### src/rtl/aalo_pkg.sv
package aalo_pkg;

	// Bus geometry
	localparam int unsigned ADDR_W     = 12;
	localparam int unsigned DATA_W     = 32;
	localparam int unsigned STRB_W     = DATA_W / 8;

	// Register byte offsets
	localparam logic [ADDR_W-1:0] OFS_CMD       = 12'h000;
	localparam logic [ADDR_W-1:0] OFS_WREG      = 12'h004;
	localparam logic [ADDR_W-1:0] OFS_FLAGS     = 12'h008;
	localparam logic [ADDR_W-1:0] OFS_FILE_BASE = 12'h100;

	// File register bank: locations 0 to 63
	localparam int unsigned FILE_DEPTH = 64;
	localparam int unsigned FILE_IDX_W = 6;
	localparam int unsigned FILE_IDX_LSB = 2;

	// Command word field positions
	localparam int unsigned CMD_IMM_LSB  = 0;
	localparam int unsigned CMD_ADDR_LSB = 8;
	localparam int unsigned CMD_DEST_BIT = 14;
	localparam int unsigned CMD_OP_LSB   = 16;

	// Flag register bit positions
	localparam int unsigned FLAG_ZERO_BIT  = 0;
	localparam int unsigned FLAG_HALF_BIT  = 1;
	localparam int unsigned FLAG_CARRY_BIT = 2;

	// Values after reset
	localparam logic [7:0]        WREG_RST  = 8'h00;
	localparam logic [7:0]        FILE_RST  = 8'h00;
	localparam logic [DATA_W-1:0] CMD_RST   = 32'h0000_0000;
	localparam logic [2:0]        FLAGS_RST = 3'h0;

	// Response codes
	localparam logic [1:0] RESP_OKAY   = 2'h0;
	localparam logic [1:0] RESP_SLVERR = 2'h2;

	// Cycles from command acceptance to result write
	localparam int unsigned EXEC_CYCLES = 1;

	typedef enum logic [1:0] {
		OP_NONE,
		OP_ADD_IMM,
		OP_AND_FILE,
		OP_AND_IMM
	} aalo_op_e;

	typedef struct packed {
		logic [13:0] rsvd;
		aalo_op_e    op;
		logic        pad;
		logic        dest;
		logic [5:0]  file_addr;
		logic [7:0]  imm;
	} aalo_cmd_s;

	typedef struct packed {
		logic carry;
		logic half_carry;
		logic zero;
	} aalo_flags_s;

endpackage

### src/rtl/aalo_alu.sv
`timescale 1ns/100ps
module aalo_alu (
	// Operation
	input  aalo_pkg::aalo_op_e    op_i,
	input  logic                  dest_i,
	input  logic [7:0]            imm_i,
	// Operands
	input  logic [7:0]            wreg_i,
	input  logic [7:0]            file_i,
	input  aalo_pkg::aalo_flags_s flags_i,
	// Results
	output logic [7:0]            result_o,
	output aalo_pkg::aalo_flags_s flags_o,
	output logic                  wreg_we_o,
	output logic                  file_we_o
);
	import aalo_pkg::*;

	logic [8:0] sum9;
	logic [4:0] sum4;
	logic [7:0] and_file;
	logic [7:0] and_imm;

	assign sum9     = {1'b0, wreg_i} + {1'b0, imm_i};
	assign sum4     = {1'b0, wreg_i[3:0]} + {1'b0, imm_i[3:0]};
	assign and_file = wreg_i & file_i;
	assign and_imm  = wreg_i & imm_i;

	always_comb begin
		result_o  = wreg_i;
		flags_o   = flags_i;
		wreg_we_o = 1'b0;
		file_we_o = 1'b0;
		case (op_i)
			OP_ADD_IMM: begin
				result_o           = sum9[7:0];
				flags_o.carry      = sum9[8];
				flags_o.half_carry = sum4[4];
				flags_o.zero       = (sum9[7:0] == 8'h00);
				wreg_we_o          = 1'b1;
			end
			OP_AND_FILE: begin
				result_o     = and_file;
				// Carry and half carry pass through untouched
				flags_o.zero = (and_file == 8'h00);
				wreg_we_o    = ~dest_i;
				file_we_o    = dest_i;
			end
			OP_AND_IMM: begin
				result_o     = and_imm;
				flags_o.zero = (and_imm == 8'h00);
				wreg_we_o    = 1'b1;
			end
			default: begin
				result_o = wreg_i;
			end
		endcase
	end

endmodule // aalo_alu

### src/rtl/aalo_top.sv
// Contract
// - Add immediate adds into working register.
// - Add immediate updates carry, half carry, zero.
// - And with file, destination zero: working register.
// - Destination one writes the file register.
// - File address covers locations 0 to 63.
// - And with file changes zero only.
// - And immediate writes working register.
// - And immediate changes zero only.
// - Every operation completes in one cycle.
`timescale 1ns/100ps
module aalo_top (
	// Clock and reset
	input  logic                        sys_clk_i,
	input  logic                        rst_b_i,
	// Write address channel
	input  logic [aalo_pkg::ADDR_W-1:0] s_axi_awaddr_i,
	input  logic                        s_axi_awvalid_i,
	output logic                        s_axi_awready_o,
	// Write data channel
	input  logic [aalo_pkg::DATA_W-1:0] s_axi_wdata_i,
	input  logic [aalo_pkg::STRB_W-1:0] s_axi_wstrb_i,
	input  logic                        s_axi_wvalid_i,
	output logic                        s_axi_wready_o,
	// Write response channel
	output logic [1:0]                  s_axi_bresp_o,
	output logic                        s_axi_bvalid_o,
	input  logic                        s_axi_bready_i,
	// Read address channel
	input  logic [aalo_pkg::ADDR_W-1:0] s_axi_araddr_i,
	input  logic                        s_axi_arvalid_i,
	output logic                        s_axi_arready_o,
	// Read data channel
	output logic [aalo_pkg::DATA_W-1:0] s_axi_rdata_o,
	output logic [1:0]                  s_axi_rresp_o,
	output logic                        s_axi_rvalid_o,
	input  logic                        s_axi_rready_i,
	// Datapath state
	output logic [7:0]                  working_register_o,
	output aalo_pkg::aalo_flags_s       flags_o
);
	import aalo_pkg::*;

	function automatic logic reg_hit(input logic [ADDR_W-1:0] a,
		input logic [ADDR_W-1:0] ofs);
		reg_hit = (a[ADDR_W-1:2] == ofs[ADDR_W-1:2]);
	endfunction

	function automatic logic file_hit(input logic [ADDR_W-1:0] a);
		file_hit = (a[ADDR_W-1:8] == OFS_FILE_BASE[ADDR_W-1:8]);
	endfunction

	function automatic logic [DATA_W-1:0] strb_merge(
		input logic [DATA_W-1:0] old_w,
		input logic [DATA_W-1:0] new_w,
		input logic [STRB_W-1:0] strb);
		logic [DATA_W-1:0] r;
		r = old_w;
		for (int b = 0; b < STRB_W; b++) begin
			if (strb[b]) begin
				r[8*b +: 8] = new_w[8*b +: 8];
			end
		end
		strb_merge = r;
	endfunction

	// Register state
	aalo_cmd_s         cmd_q;
	logic [7:0]        wreg;
	aalo_flags_s       flags;
	logic [7:0]        file_q [FILE_DEPTH];

	// Write path holding state
	logic              aw_full;
	logic              w_full;
	logic [ADDR_W-1:0] aw_addr_q;
	logic [DATA_W-1:0] w_data_q;
	logic [STRB_W-1:0] w_strb_q;

	// Write decode
	logic              do_write;
	logic              wr_cmd;
	logic              wr_wreg;
	logic              wr_flags;
	logic              wr_file;
	logic              wr_known;
	logic [FILE_IDX_W-1:0] wr_idx;
	logic              launch;
	aalo_cmd_s         next_cmd;

	assign do_write = aw_full & w_full;
	assign wr_cmd   = reg_hit(aw_addr_q, OFS_CMD);
	assign wr_wreg  = reg_hit(aw_addr_q, OFS_WREG);
	assign wr_flags = reg_hit(aw_addr_q, OFS_FLAGS);
	assign wr_file  = file_hit(aw_addr_q);
	assign wr_known = wr_cmd | wr_wreg | wr_flags | wr_file;
	assign wr_idx   = aw_addr_q[FILE_IDX_LSB +: FILE_IDX_W];
	assign next_cmd = aalo_cmd_s'(strb_merge(cmd_q, w_data_q, w_strb_q));
	// Writing the command word executes it in the same edge
	assign launch   = do_write & wr_cmd;

	// Datapath
	logic [7:0]        file_rd;
	logic [7:0]        alu_result;
	aalo_flags_s       alu_flags;
	logic              alu_wreg_we;
	logic              alu_file_we;

	assign file_rd = file_q[next_cmd.file_addr];

	aalo_alu aalo_alu_inst (
		.op_i      (launch ? next_cmd.op : OP_NONE),
		.dest_i    (next_cmd.dest),
		.imm_i     (next_cmd.imm),
		.wreg_i    (wreg),
		.file_i    (file_rd),
		.flags_i   (flags),
		.result_o  (alu_result),
		.flags_o   (alu_flags),
		.wreg_we_o (alu_wreg_we),
		.file_we_o (alu_file_we)
	);

	// Next values of the software visible state
	logic              sw_byte0;
	logic [7:0]        next_wreg;
	aalo_flags_s       next_flags;

	assign sw_byte0   = do_write & w_strb_q[0];
	assign next_wreg  = alu_wreg_we ? alu_result :
		(sw_byte0 & wr_wreg) ? w_data_q[7:0] : wreg;
	assign next_flags = launch ? alu_flags :
		(sw_byte0 & wr_flags) ? aalo_flags_s'(w_data_q[2:0]) : flags;

	always_ff @(posedge sys_clk_i) begin
		if (!rst_b_i) begin
			cmd_q <= aalo_cmd_s'(CMD_RST);
			wreg  <= WREG_RST;
			flags <= aalo_flags_s'(FLAGS_RST);
		end else begin
			if (launch) begin
				cmd_q <= next_cmd;
			end
			wreg  <= next_wreg;
			flags <= next_flags;
		end
	end

	// File bank, one byte per word
	genvar gi;
	generate
		for (gi = 0; gi < FILE_DEPTH; gi++) begin : g_file
			logic sw_we;
			logic alu_we;
			assign sw_we  = sw_byte0 & wr_file &
				(wr_idx == FILE_IDX_W'(gi));
			assign alu_we = alu_file_we &
				(next_cmd.file_addr == FILE_IDX_W'(gi));
			always_ff @(posedge sys_clk_i) begin
				if (!rst_b_i) begin
					file_q[gi] <= FILE_RST;
				end else if (alu_we) begin
					file_q[gi] <= alu_result;
				end else if (sw_we) begin
					file_q[gi] <= w_data_q[7:0];
				end
			end
		end
	endgenerate

	// Write channel handling: address and data in either order
	always_ff @(posedge sys_clk_i) begin
		if (!rst_b_i) begin
			s_axi_awready_o <= 1'b1;
			s_axi_wready_o  <= 1'b1;
			s_axi_bvalid_o  <= 1'b0;
			s_axi_bresp_o   <= RESP_OKAY;
			aw_full         <= 1'b0;
			w_full          <= 1'b0;
			aw_addr_q       <= '0;
			w_data_q        <= '0;
			w_strb_q        <= '0;
		end else begin
			if (s_axi_awvalid_i && s_axi_awready_o) begin
				aw_full         <= 1'b1;
				aw_addr_q       <= s_axi_awaddr_i;
				s_axi_awready_o <= 1'b0;
			end
			if (s_axi_wvalid_i && s_axi_wready_o) begin
				w_full         <= 1'b1;
				w_data_q       <= s_axi_wdata_i;
				w_strb_q       <= s_axi_wstrb_i;
				s_axi_wready_o <= 1'b0;
			end
			if (do_write) begin
				aw_full        <= 1'b0;
				w_full         <= 1'b0;
				s_axi_bvalid_o <= 1'b1;
				s_axi_bresp_o  <= wr_known ? RESP_OKAY : RESP_SLVERR;
			end
			// Channels reopen only after the response is taken
			if (s_axi_bvalid_o && s_axi_bready_i) begin
				s_axi_bvalid_o  <= 1'b0;
				s_axi_awready_o <= 1'b1;
				s_axi_wready_o  <= 1'b1;
			end
		end
	end

	// Read decode
	logic              rd_cmd;
	logic              rd_wreg;
	logic              rd_flags;
	logic              rd_file;
	logic [DATA_W-1:0] rd_word;

	assign rd_cmd   = reg_hit(s_axi_araddr_i, OFS_CMD);
	assign rd_wreg  = reg_hit(s_axi_araddr_i, OFS_WREG);
	assign rd_flags = reg_hit(s_axi_araddr_i, OFS_FLAGS);
	assign rd_file  = file_hit(s_axi_araddr_i);
	assign rd_word  = rd_cmd   ? DATA_W'(cmd_q) :
		rd_wreg  ? {24'h000000, wreg} :
		rd_flags ? {29'h00000000, flags} :
		rd_file  ? {24'h000000,
			file_q[s_axi_araddr_i[FILE_IDX_LSB +: FILE_IDX_W]]} :
		32'h0000_0000;

	always_ff @(posedge sys_clk_i) begin
		if (!rst_b_i) begin
			s_axi_arready_o <= 1'b1;
			s_axi_rvalid_o  <= 1'b0;
			s_axi_rdata_o   <= '0;
			s_axi_rresp_o   <= RESP_OKAY;
		end else if (s_axi_arvalid_i && s_axi_arready_o) begin
			s_axi_arready_o <= 1'b0;
			s_axi_rvalid_o  <= 1'b1;
			s_axi_rdata_o   <= rd_word;
			s_axi_rresp_o   <= (rd_cmd | rd_wreg | rd_flags | rd_file) ?
				RESP_OKAY : RESP_SLVERR;
		end else if (s_axi_rvalid_o && s_axi_rready_i) begin
			s_axi_rvalid_o  <= 1'b0;
			s_axi_arready_o <= 1'b1;
		end
	end

	assign working_register_o = wreg;
	assign flags_o            = flags;

	// Checking helpers, read only by the properties below
	logic       go_add;
	logic       go_andf;
	logic       go_andi;
	logic [8:0] chk_sum9;
	logic       chk_half;

	assign go_add   = launch & (next_cmd.op == OP_ADD_IMM);
	assign go_andf  = launch & (next_cmd.op == OP_AND_FILE);
	assign go_andi  = launch & (next_cmd.op == OP_AND_IMM);
	assign chk_sum9 = {1'b0, wreg} + {1'b0, next_cmd.imm};
	assign chk_half = ({1'b0, wreg[3:0]} + {1'b0, next_cmd.imm[3:0]}) > 5'h0F;
endmodule // aalo_top
### config.mk
export PLATFORM = sky130hd
export DESIGN_NAME = aalo_top
export DESIGN_NICKNAME = d
export VERILOG_FILES = /design/src/rtl/aalo_pkg.sv /design/src/rtl/aalo_alu.sv /design/src/rtl/aalo_top.sv
export SDC_FILE = /design/constraint.sdc
export NUM_CORES = 2
export LEC_CHECK = 0
export CAP_MARGIN = 20
export CORE_MARGIN = 8
export CORE_UTILIZATION = 45
export DETAILED_ROUTE_END_ITERATION = 12
export DONT_BUFFER_PORTS = 1
export SETUP_SLACK_MARGIN = 0.2
export SYNTH_ARGS = -nofsm -noshare
export SYNTH_HDL_FRONTEND = slang
export SYNTH_SLANG_ARGS = --single-unit
### constraint.sdc
create_clock -name sys_clk_i -period 4.7 [get_ports sys_clk_i]
set_input_delay 1.41 -clock sys_clk_i [delete_from_list [all_inputs] [get_ports sys_clk_i]]
set_output_delay 1.41 -clock sys_clk_i [all_outputs]
set_load 0.03 [all_outputs]
Yosys cells after proc, flatten, opt, wreduce, memory -nomap -nowiden
Memories as Yosys holds them, arrays and structs flattened.
Cells that the tools add are included.

storage, ports and cells
  register bits = 134
  memory bits (writable) = 512
  input bits = 67
  output and inout bits = 52
  logic and storage cells = 1059
  memories kept = 1

memory list
  name    depth  width  read ports  clocked after Yosys merged registers in  wr ports  line            source
  file_q  64     8      2           0                                        64        aalo_top.sv:71  logic [7:0] file_q [FILE_DEPTH];

cells by class
  add/sub/neg operators = 2
  equal/unequal tests = 137
  multiplexer cells = 600
  bitwise operators = 272
  reduce and logical (&&, ||, !) cells = 23

operators with widths
  cell                                            count
  2-to-1 mux 8 bit                                134
  2-to-1 mux 1 bit                                454
  == test 6 bit, second input constant            64
  == test 6 x 5 -> 1 bit, second input constant   32
  AND 1 bit                                       134
  bitwise OR 1 bit                                134
  == test 6 x 4 -> 1 bit, second input constant   16
  == test 6 x 3 -> 1 bit, second input constant   8
  2-to-1 mux 32 bit                               1
  == test 6 x 2 -> 1 bit, second input constant   4
  logical NOT 8 bit                               3
  case mux 8 bit (3 select lines)                 1
  == test 10 x 1 -> 1 bit, second input constant  2
  == test 10 x 2 -> 1 bit, second input constant  2
  logical NOT 10 bit                              2
  AND 8 bit                                       2
  == test 6 x 1 -> 1 bit, second input constant   2
  logical NOT 6 bit                               2
  2-to-1 mux 2 bit                                5
  AND reduction 2 bit                             5
  adder 8 x 8 -> 9 bit                            1
  == test 4 x 1 -> 1 bit, second input constant   2
  2-to-1 mux 7 bit                                1
  2-to-1 mux 3 bit                                2
  11 further kinds                                21

Depth between registers and ports, before layout
  depth in word-level cells = 11
  gate-level depth with buffers = 16
  mapped depth without buffers = 13

Modules after synthesis
A second synthesis with hierarchy kept.

unflattened totals
  cell total of the unflattened synthesis = 3053
  area total of the unflattened synthesis = 36846.6 um2

by module, submodules not included
  module    instances  cells each  area each (um2)  sequential area each (um2)
  aalo_top  1          2948        36129.7          17977.2
  aalo_alu  1          105         716.9            0.0

Worst setup path before layout
OpenSTA, ideal clock, no wires.

  path type = input to register
  from = input port s_axi_araddr_i[2] in the netlist's numbering
  to = register s_axi_rdata_o[3] in the netlist's numbering
  setup time = 0.128 ns
  data arrival time = 4.095 ns
  data required time = 4.572 ns
  slack = 0.478 ns
  cell stages on the path = 10
  buffers on the path = 3
  cells stage by stage = clkbuf_1 -> clkbuf_1 -> clkbuf_1 -> mux4_2 -> mux4_2 -> mux4_2 -> a21oi_1 -> nor2_1 -> a21oi_1 -> nor2_1

between the ends
  word-level cells in the longest chain between the ends = 5
  elaborated cells between the ends (all ways) = 8
  those cells by class = eq/ne: 2; mux: 4; reduce/logical: 1; memory: 1

RTL lines
  item                      line             source
  start: declaration        aalo_top.sv:30   input logic [aalo_pkg::ADDR_W-1:0] s_axi_araddr_i,
  memory read (64 x 8 bit)  --
  2-to-1 mux 8 bit          aalo_top.sv:224  rd_file ? {24'h000000,
  2-to-1 mux 8 bit          aalo_top.sv:223  rd_flags ? {29'h00000000, flags} :
  2-to-1 mux 8 bit          aalo_top.sv:222  rd_wreg ? {24'h000000, wreg} :
  2-to-1 mux 32 bit (*)     aalo_top.sv:221  assign rd_word = rd_cmd ? DATA_W'(cmd_q) :
  end signal: assignment    aalo_top.sv:237  s_axi_rdata_o <= rd_word;
  end: declaration          aalo_top.sv:34   output logic [aalo_pkg::DATA_W-1:0] s_axi_rdata_o,

Every way passes the cells marked *; elsewhere a longest branch is shown, timed or not.
A chain may end at the register's enable or synchronous reset.

==> metrics.md <==
| Metric | Value |
|---|---|
| Post-synth EDFFs | `512` |
| Synth Instances | `3,832` |
| ANT nets after route | `0` |
| Final worst slack | `0.328 ns` |
| GRT Overall Usage | `0.319` |
| Die area | `92,000 µm²` |
| Pin count of the biggest net entering global routing | `142` |
| CP max stage cell | `nor4_1` |
| Drt total wl | `151 mm` |
| Post-CTS Setup Bufs | `0` |
| Switching Fraction | `0.252` |
| Wire per inst | `30.3 µm` |
| Final Slew Violations | `0` |
| Placed cell area | `39,200 µm²` |
| Worst-path clk slew | `0.06 ns` |
| Final Hold Vio Count | `0` |
| Setup TNS | `0 ns` |
| Row cnt | `105` |
| Crit path buf inv count | `3` |
| P_leak | `14.0 nW` |
| Final nets | `3,922` |
| PortBufs | `0` |
| RSZ-0062 raised after global routing | `no` |
| Post-Place Worst Slack | `0.578 ns` |
| Logic pwr share | `0.091` |
| Initial Util | `0.454` |
| Psw | `3.35 mW` |
| Clock buffer depth | `3` |
| Final setup fails | `0` |
| Hold Buf Count CTS | `0` |
| Pint | `9.93 mW` |
| CTS sink count | `642` |
| Cell Pwr Density | `319 nW/µm²` |
| Critical path class | `reg2reg` |
| Max stage delay on crit path | `0.75 ns` |
| DRC Markers | `0` |
| Initial DRC Count | `4,960` |
| Fin crit share | `0.930` |
| Core Footprint | `81,800 µm²` |
| Gpl congestion | `1.02` |
| Max cap viols | `0` |
| HP Class | `reg2reg` |
| Layout Skew | `0.0356 ns` |
| DR pass1 iterations | `6` |
| Commonest non-fill, non-tap cells in the layout | `1,139 x nand2_1, 512 x edfxtp_1, 404 x o21ai_0, 231 x a21oi_1, 213 x buf_4` |
| Gr ovfl total | `0` |
| Detailed Place HPWL | `100 mm` |
| Library cells used by synthesis | `66` |
| Max-slew headroom | `0.0794` |
| Final Non-Filler Cells | `4,967` |
| Vias | `33,200` |
| Root buffer cell | `clkbuf_16` |
| YS warnings | `0` |
| Area of the mapped netlist | `37,100 µm²` |
| CP Data Required Time | `5.17 ns` |
| Clk pwr share | `0.424` |
| Post-route cell area | `41,700 µm²` |
| Most common cell after layout, fill and taps aside | `nand2_1` |
| Worst Tran Pin Value | `1.38 ns` |
| Synth area leaders | `edfxtp_1 41%, nand2_1 12%, mux4_2 11%` |
| Delay-heaviest family, CP | `multiplexers` |
| Die W | `303 µm` |
| Worst path cell trace | `buf_4 > mux2_8 > buf_12 > mux2i_1 > mux2i_1 > o22ai_1 > nor4_1 > o41ai_2 > nor2_1 > o22ai_4 > buf_12 > o21ai_0` |
| Ys async rst share | `0` |
| Clock latency on the worst-skew pair | `0.64 ns` |
| Initial antenna violation count | `4` |
| Post-CTS resize count | `0` |
| Synth area leader | `edfxtp_1` |
| P&R area growth vs syn | `12.2%` |
| Final core utilization | `0.509` |
| DIE HEIGHT | `303 µm` |
| Share of power burned in registers | `0.485` |
| Synth Flop Type | `edfxtp_1` |
| Avg Cell Area, Syn | `9.69 µm²` |
| H-tree depth | `3` |
| First-pass GRT wire length | `217 mm` |
| TritonCTS clock tree | `yes` |
| Peak supply drop | `190 µV` |
| Total Power | `13.3 mW` |
| Sequential share of the synthesized area | `0.484` |
| CP Capture Type | `flop` |
| Share of cells above drive strength 1 | `0.161` |
| Flops & latches, synth | `642` |
| Vias in the first global route | `30,700` |
| Critical path arrival | `4.84 ns` |
| Max Clk Rate | `229 MHz` |
| Worst hold margin | `0.452 ns` |
| Status | `complete, no violations` |
| IO Count | `119` |
| DP Cell Count | `4,816` |
| Post-DR vias/cell | `6.69` |
| Largest fanout on the critical path | `62` |
| Crit path launch type | `flop` |
| Share of the synthesized area in the top cell type | `0.414` |
| CTS buffer count | `73` |
| Tmin final | `4.37 ns` |
per-layer routing:
metal	vias up	routed length (µm)	part of all wire	global-route usage
met5	-	30	0.00020	0
met4	4	10000	0.066	0.180
met3	485	20900	0.14	0.0865
met2	2421	64800	0.43	0.479
met1	16100	55000	0.37	0.417
li1	14200	-	-	-
cell usage after synthesis, types with 4 or more instances:
cell,instances
o21ai_2,40
nand2_1,1139
nor3_1,10
nor2b_1,6
buf_4,19
mux4_2,177
o221ai_1,64
inv_1,28
a22oi_1,5
nor2_1,136
a32oi_1,16
a211oi_1,76
xnor2_1,4
edfxtp_1,512
nand3_1,199
buf_2,64
mux2_2,14
nand2b_1,4
a21oi_1,231
nand4_1,6
o21ai_0,404
ha_1,12
clkbuf_1,219
nand3b_1,4
buf_1,15
o22ai_1,16
a221o_1,4
mux2i_1,78
and3_1,5
buf_6,12
and2_1,9
nor4_1,26
o21ai_1,25
a211o_1,5
a32o_1,64
dfxtp_1,130
a221oi_1,5
state kept, by name, summed over array words and instances (netlist names):
name                count
working_register_o      8
s_axi_awready_o         1
s_axi_rdata_o          32
w_full                  1
w_data_q               32
aw_full                 1
s_axi_arready_o         1
cmd_q                  32
s_axi_bresp_o           1
s_axi_rvalid_o          1
aw_addr_q              10
file_q                512
s_axi_rresp_o           1
s_axi_wready_o          1
s_axi_bvalid_o          1
flags_o                 3
w_strb_q                4
tightest hold or removal path: stages, from the launching register on:
cell and delay (ns):
dfxtp_1 0.31, nand2_1 0.05, a21oi_1 0.05
area by class of cell:
cell class                      count  area [µm²]
Tap cell                         1070        1340
Clock inverter                     32         233
Antenna cell                        1        2.50
Clock buffer                       97        2080
Fill cell                        7429       40200
Inverter                           29         110
Timing Repair Buffer              263        2240
Multi-Input combinational cell   2833       17700
Sequential cell                   642       18000
power groups by stage:
stage                     Sequential [mW]  Clock (mW)  Combinational (mW)
after floorplan                      6.49           0               0.789
after global routing                 6.45        5.87                1.24
after global placement               6.54           0                1.15
after detailed placement             6.55           0                1.16
final                                6.43        5.63                1.21
after CTS                            6.43        5.66                1.16
final timing paths:
| path | cells after the start | slack, ns | end | from |
|---|---|---|---|---|
| setup / recovery | 12 | 0.33 | file_q[63][7]$_DFFE_PP_ | w_strb_q[1]$_SDFFE_PN0P_ |
| hold / removal | 2 | 0.45 | s_axi_rdata_o[23]$_SDFFE_PN0P_ | cmd_q[23]$_SDFFE_PN0P_ |
| setup reg to reg | 12 | 0.33 | file_q[63][7]$_DFFE_PP_ | w_strb_q[1]$_SDFFE_PN0P_ |
| hold reg to reg | 2 | 0.45 | s_axi_rdata_o[23]$_SDFFE_PN0P_ | cmd_q[23]$_SDFFE_PN0P_ |
kinds of logic (layout without fill, tap and decap cells):
| logic type | Yosys count | after routing | share of synthesized area |
|---|---|---|---|
| AOI/OAI and AO/OA | 979 | 979 | 0.163 |
| xor gates and xnor gates | 6 | 6 | 0.00142 |
| muxes | 271 | 271 | 0.133 |
| DFF | 642 | 642 | 0.484 |
| adders and majority gates | 13 | 13 | 0.00458 |
| and+or+nand+nor | 1562 | 1562 | 0.171 |
| buffers and inverters | 358 | 421 | 0.0427 |
| other | 1 | 3 | 0.000101 |
Power figures use the tool's default switching activity.
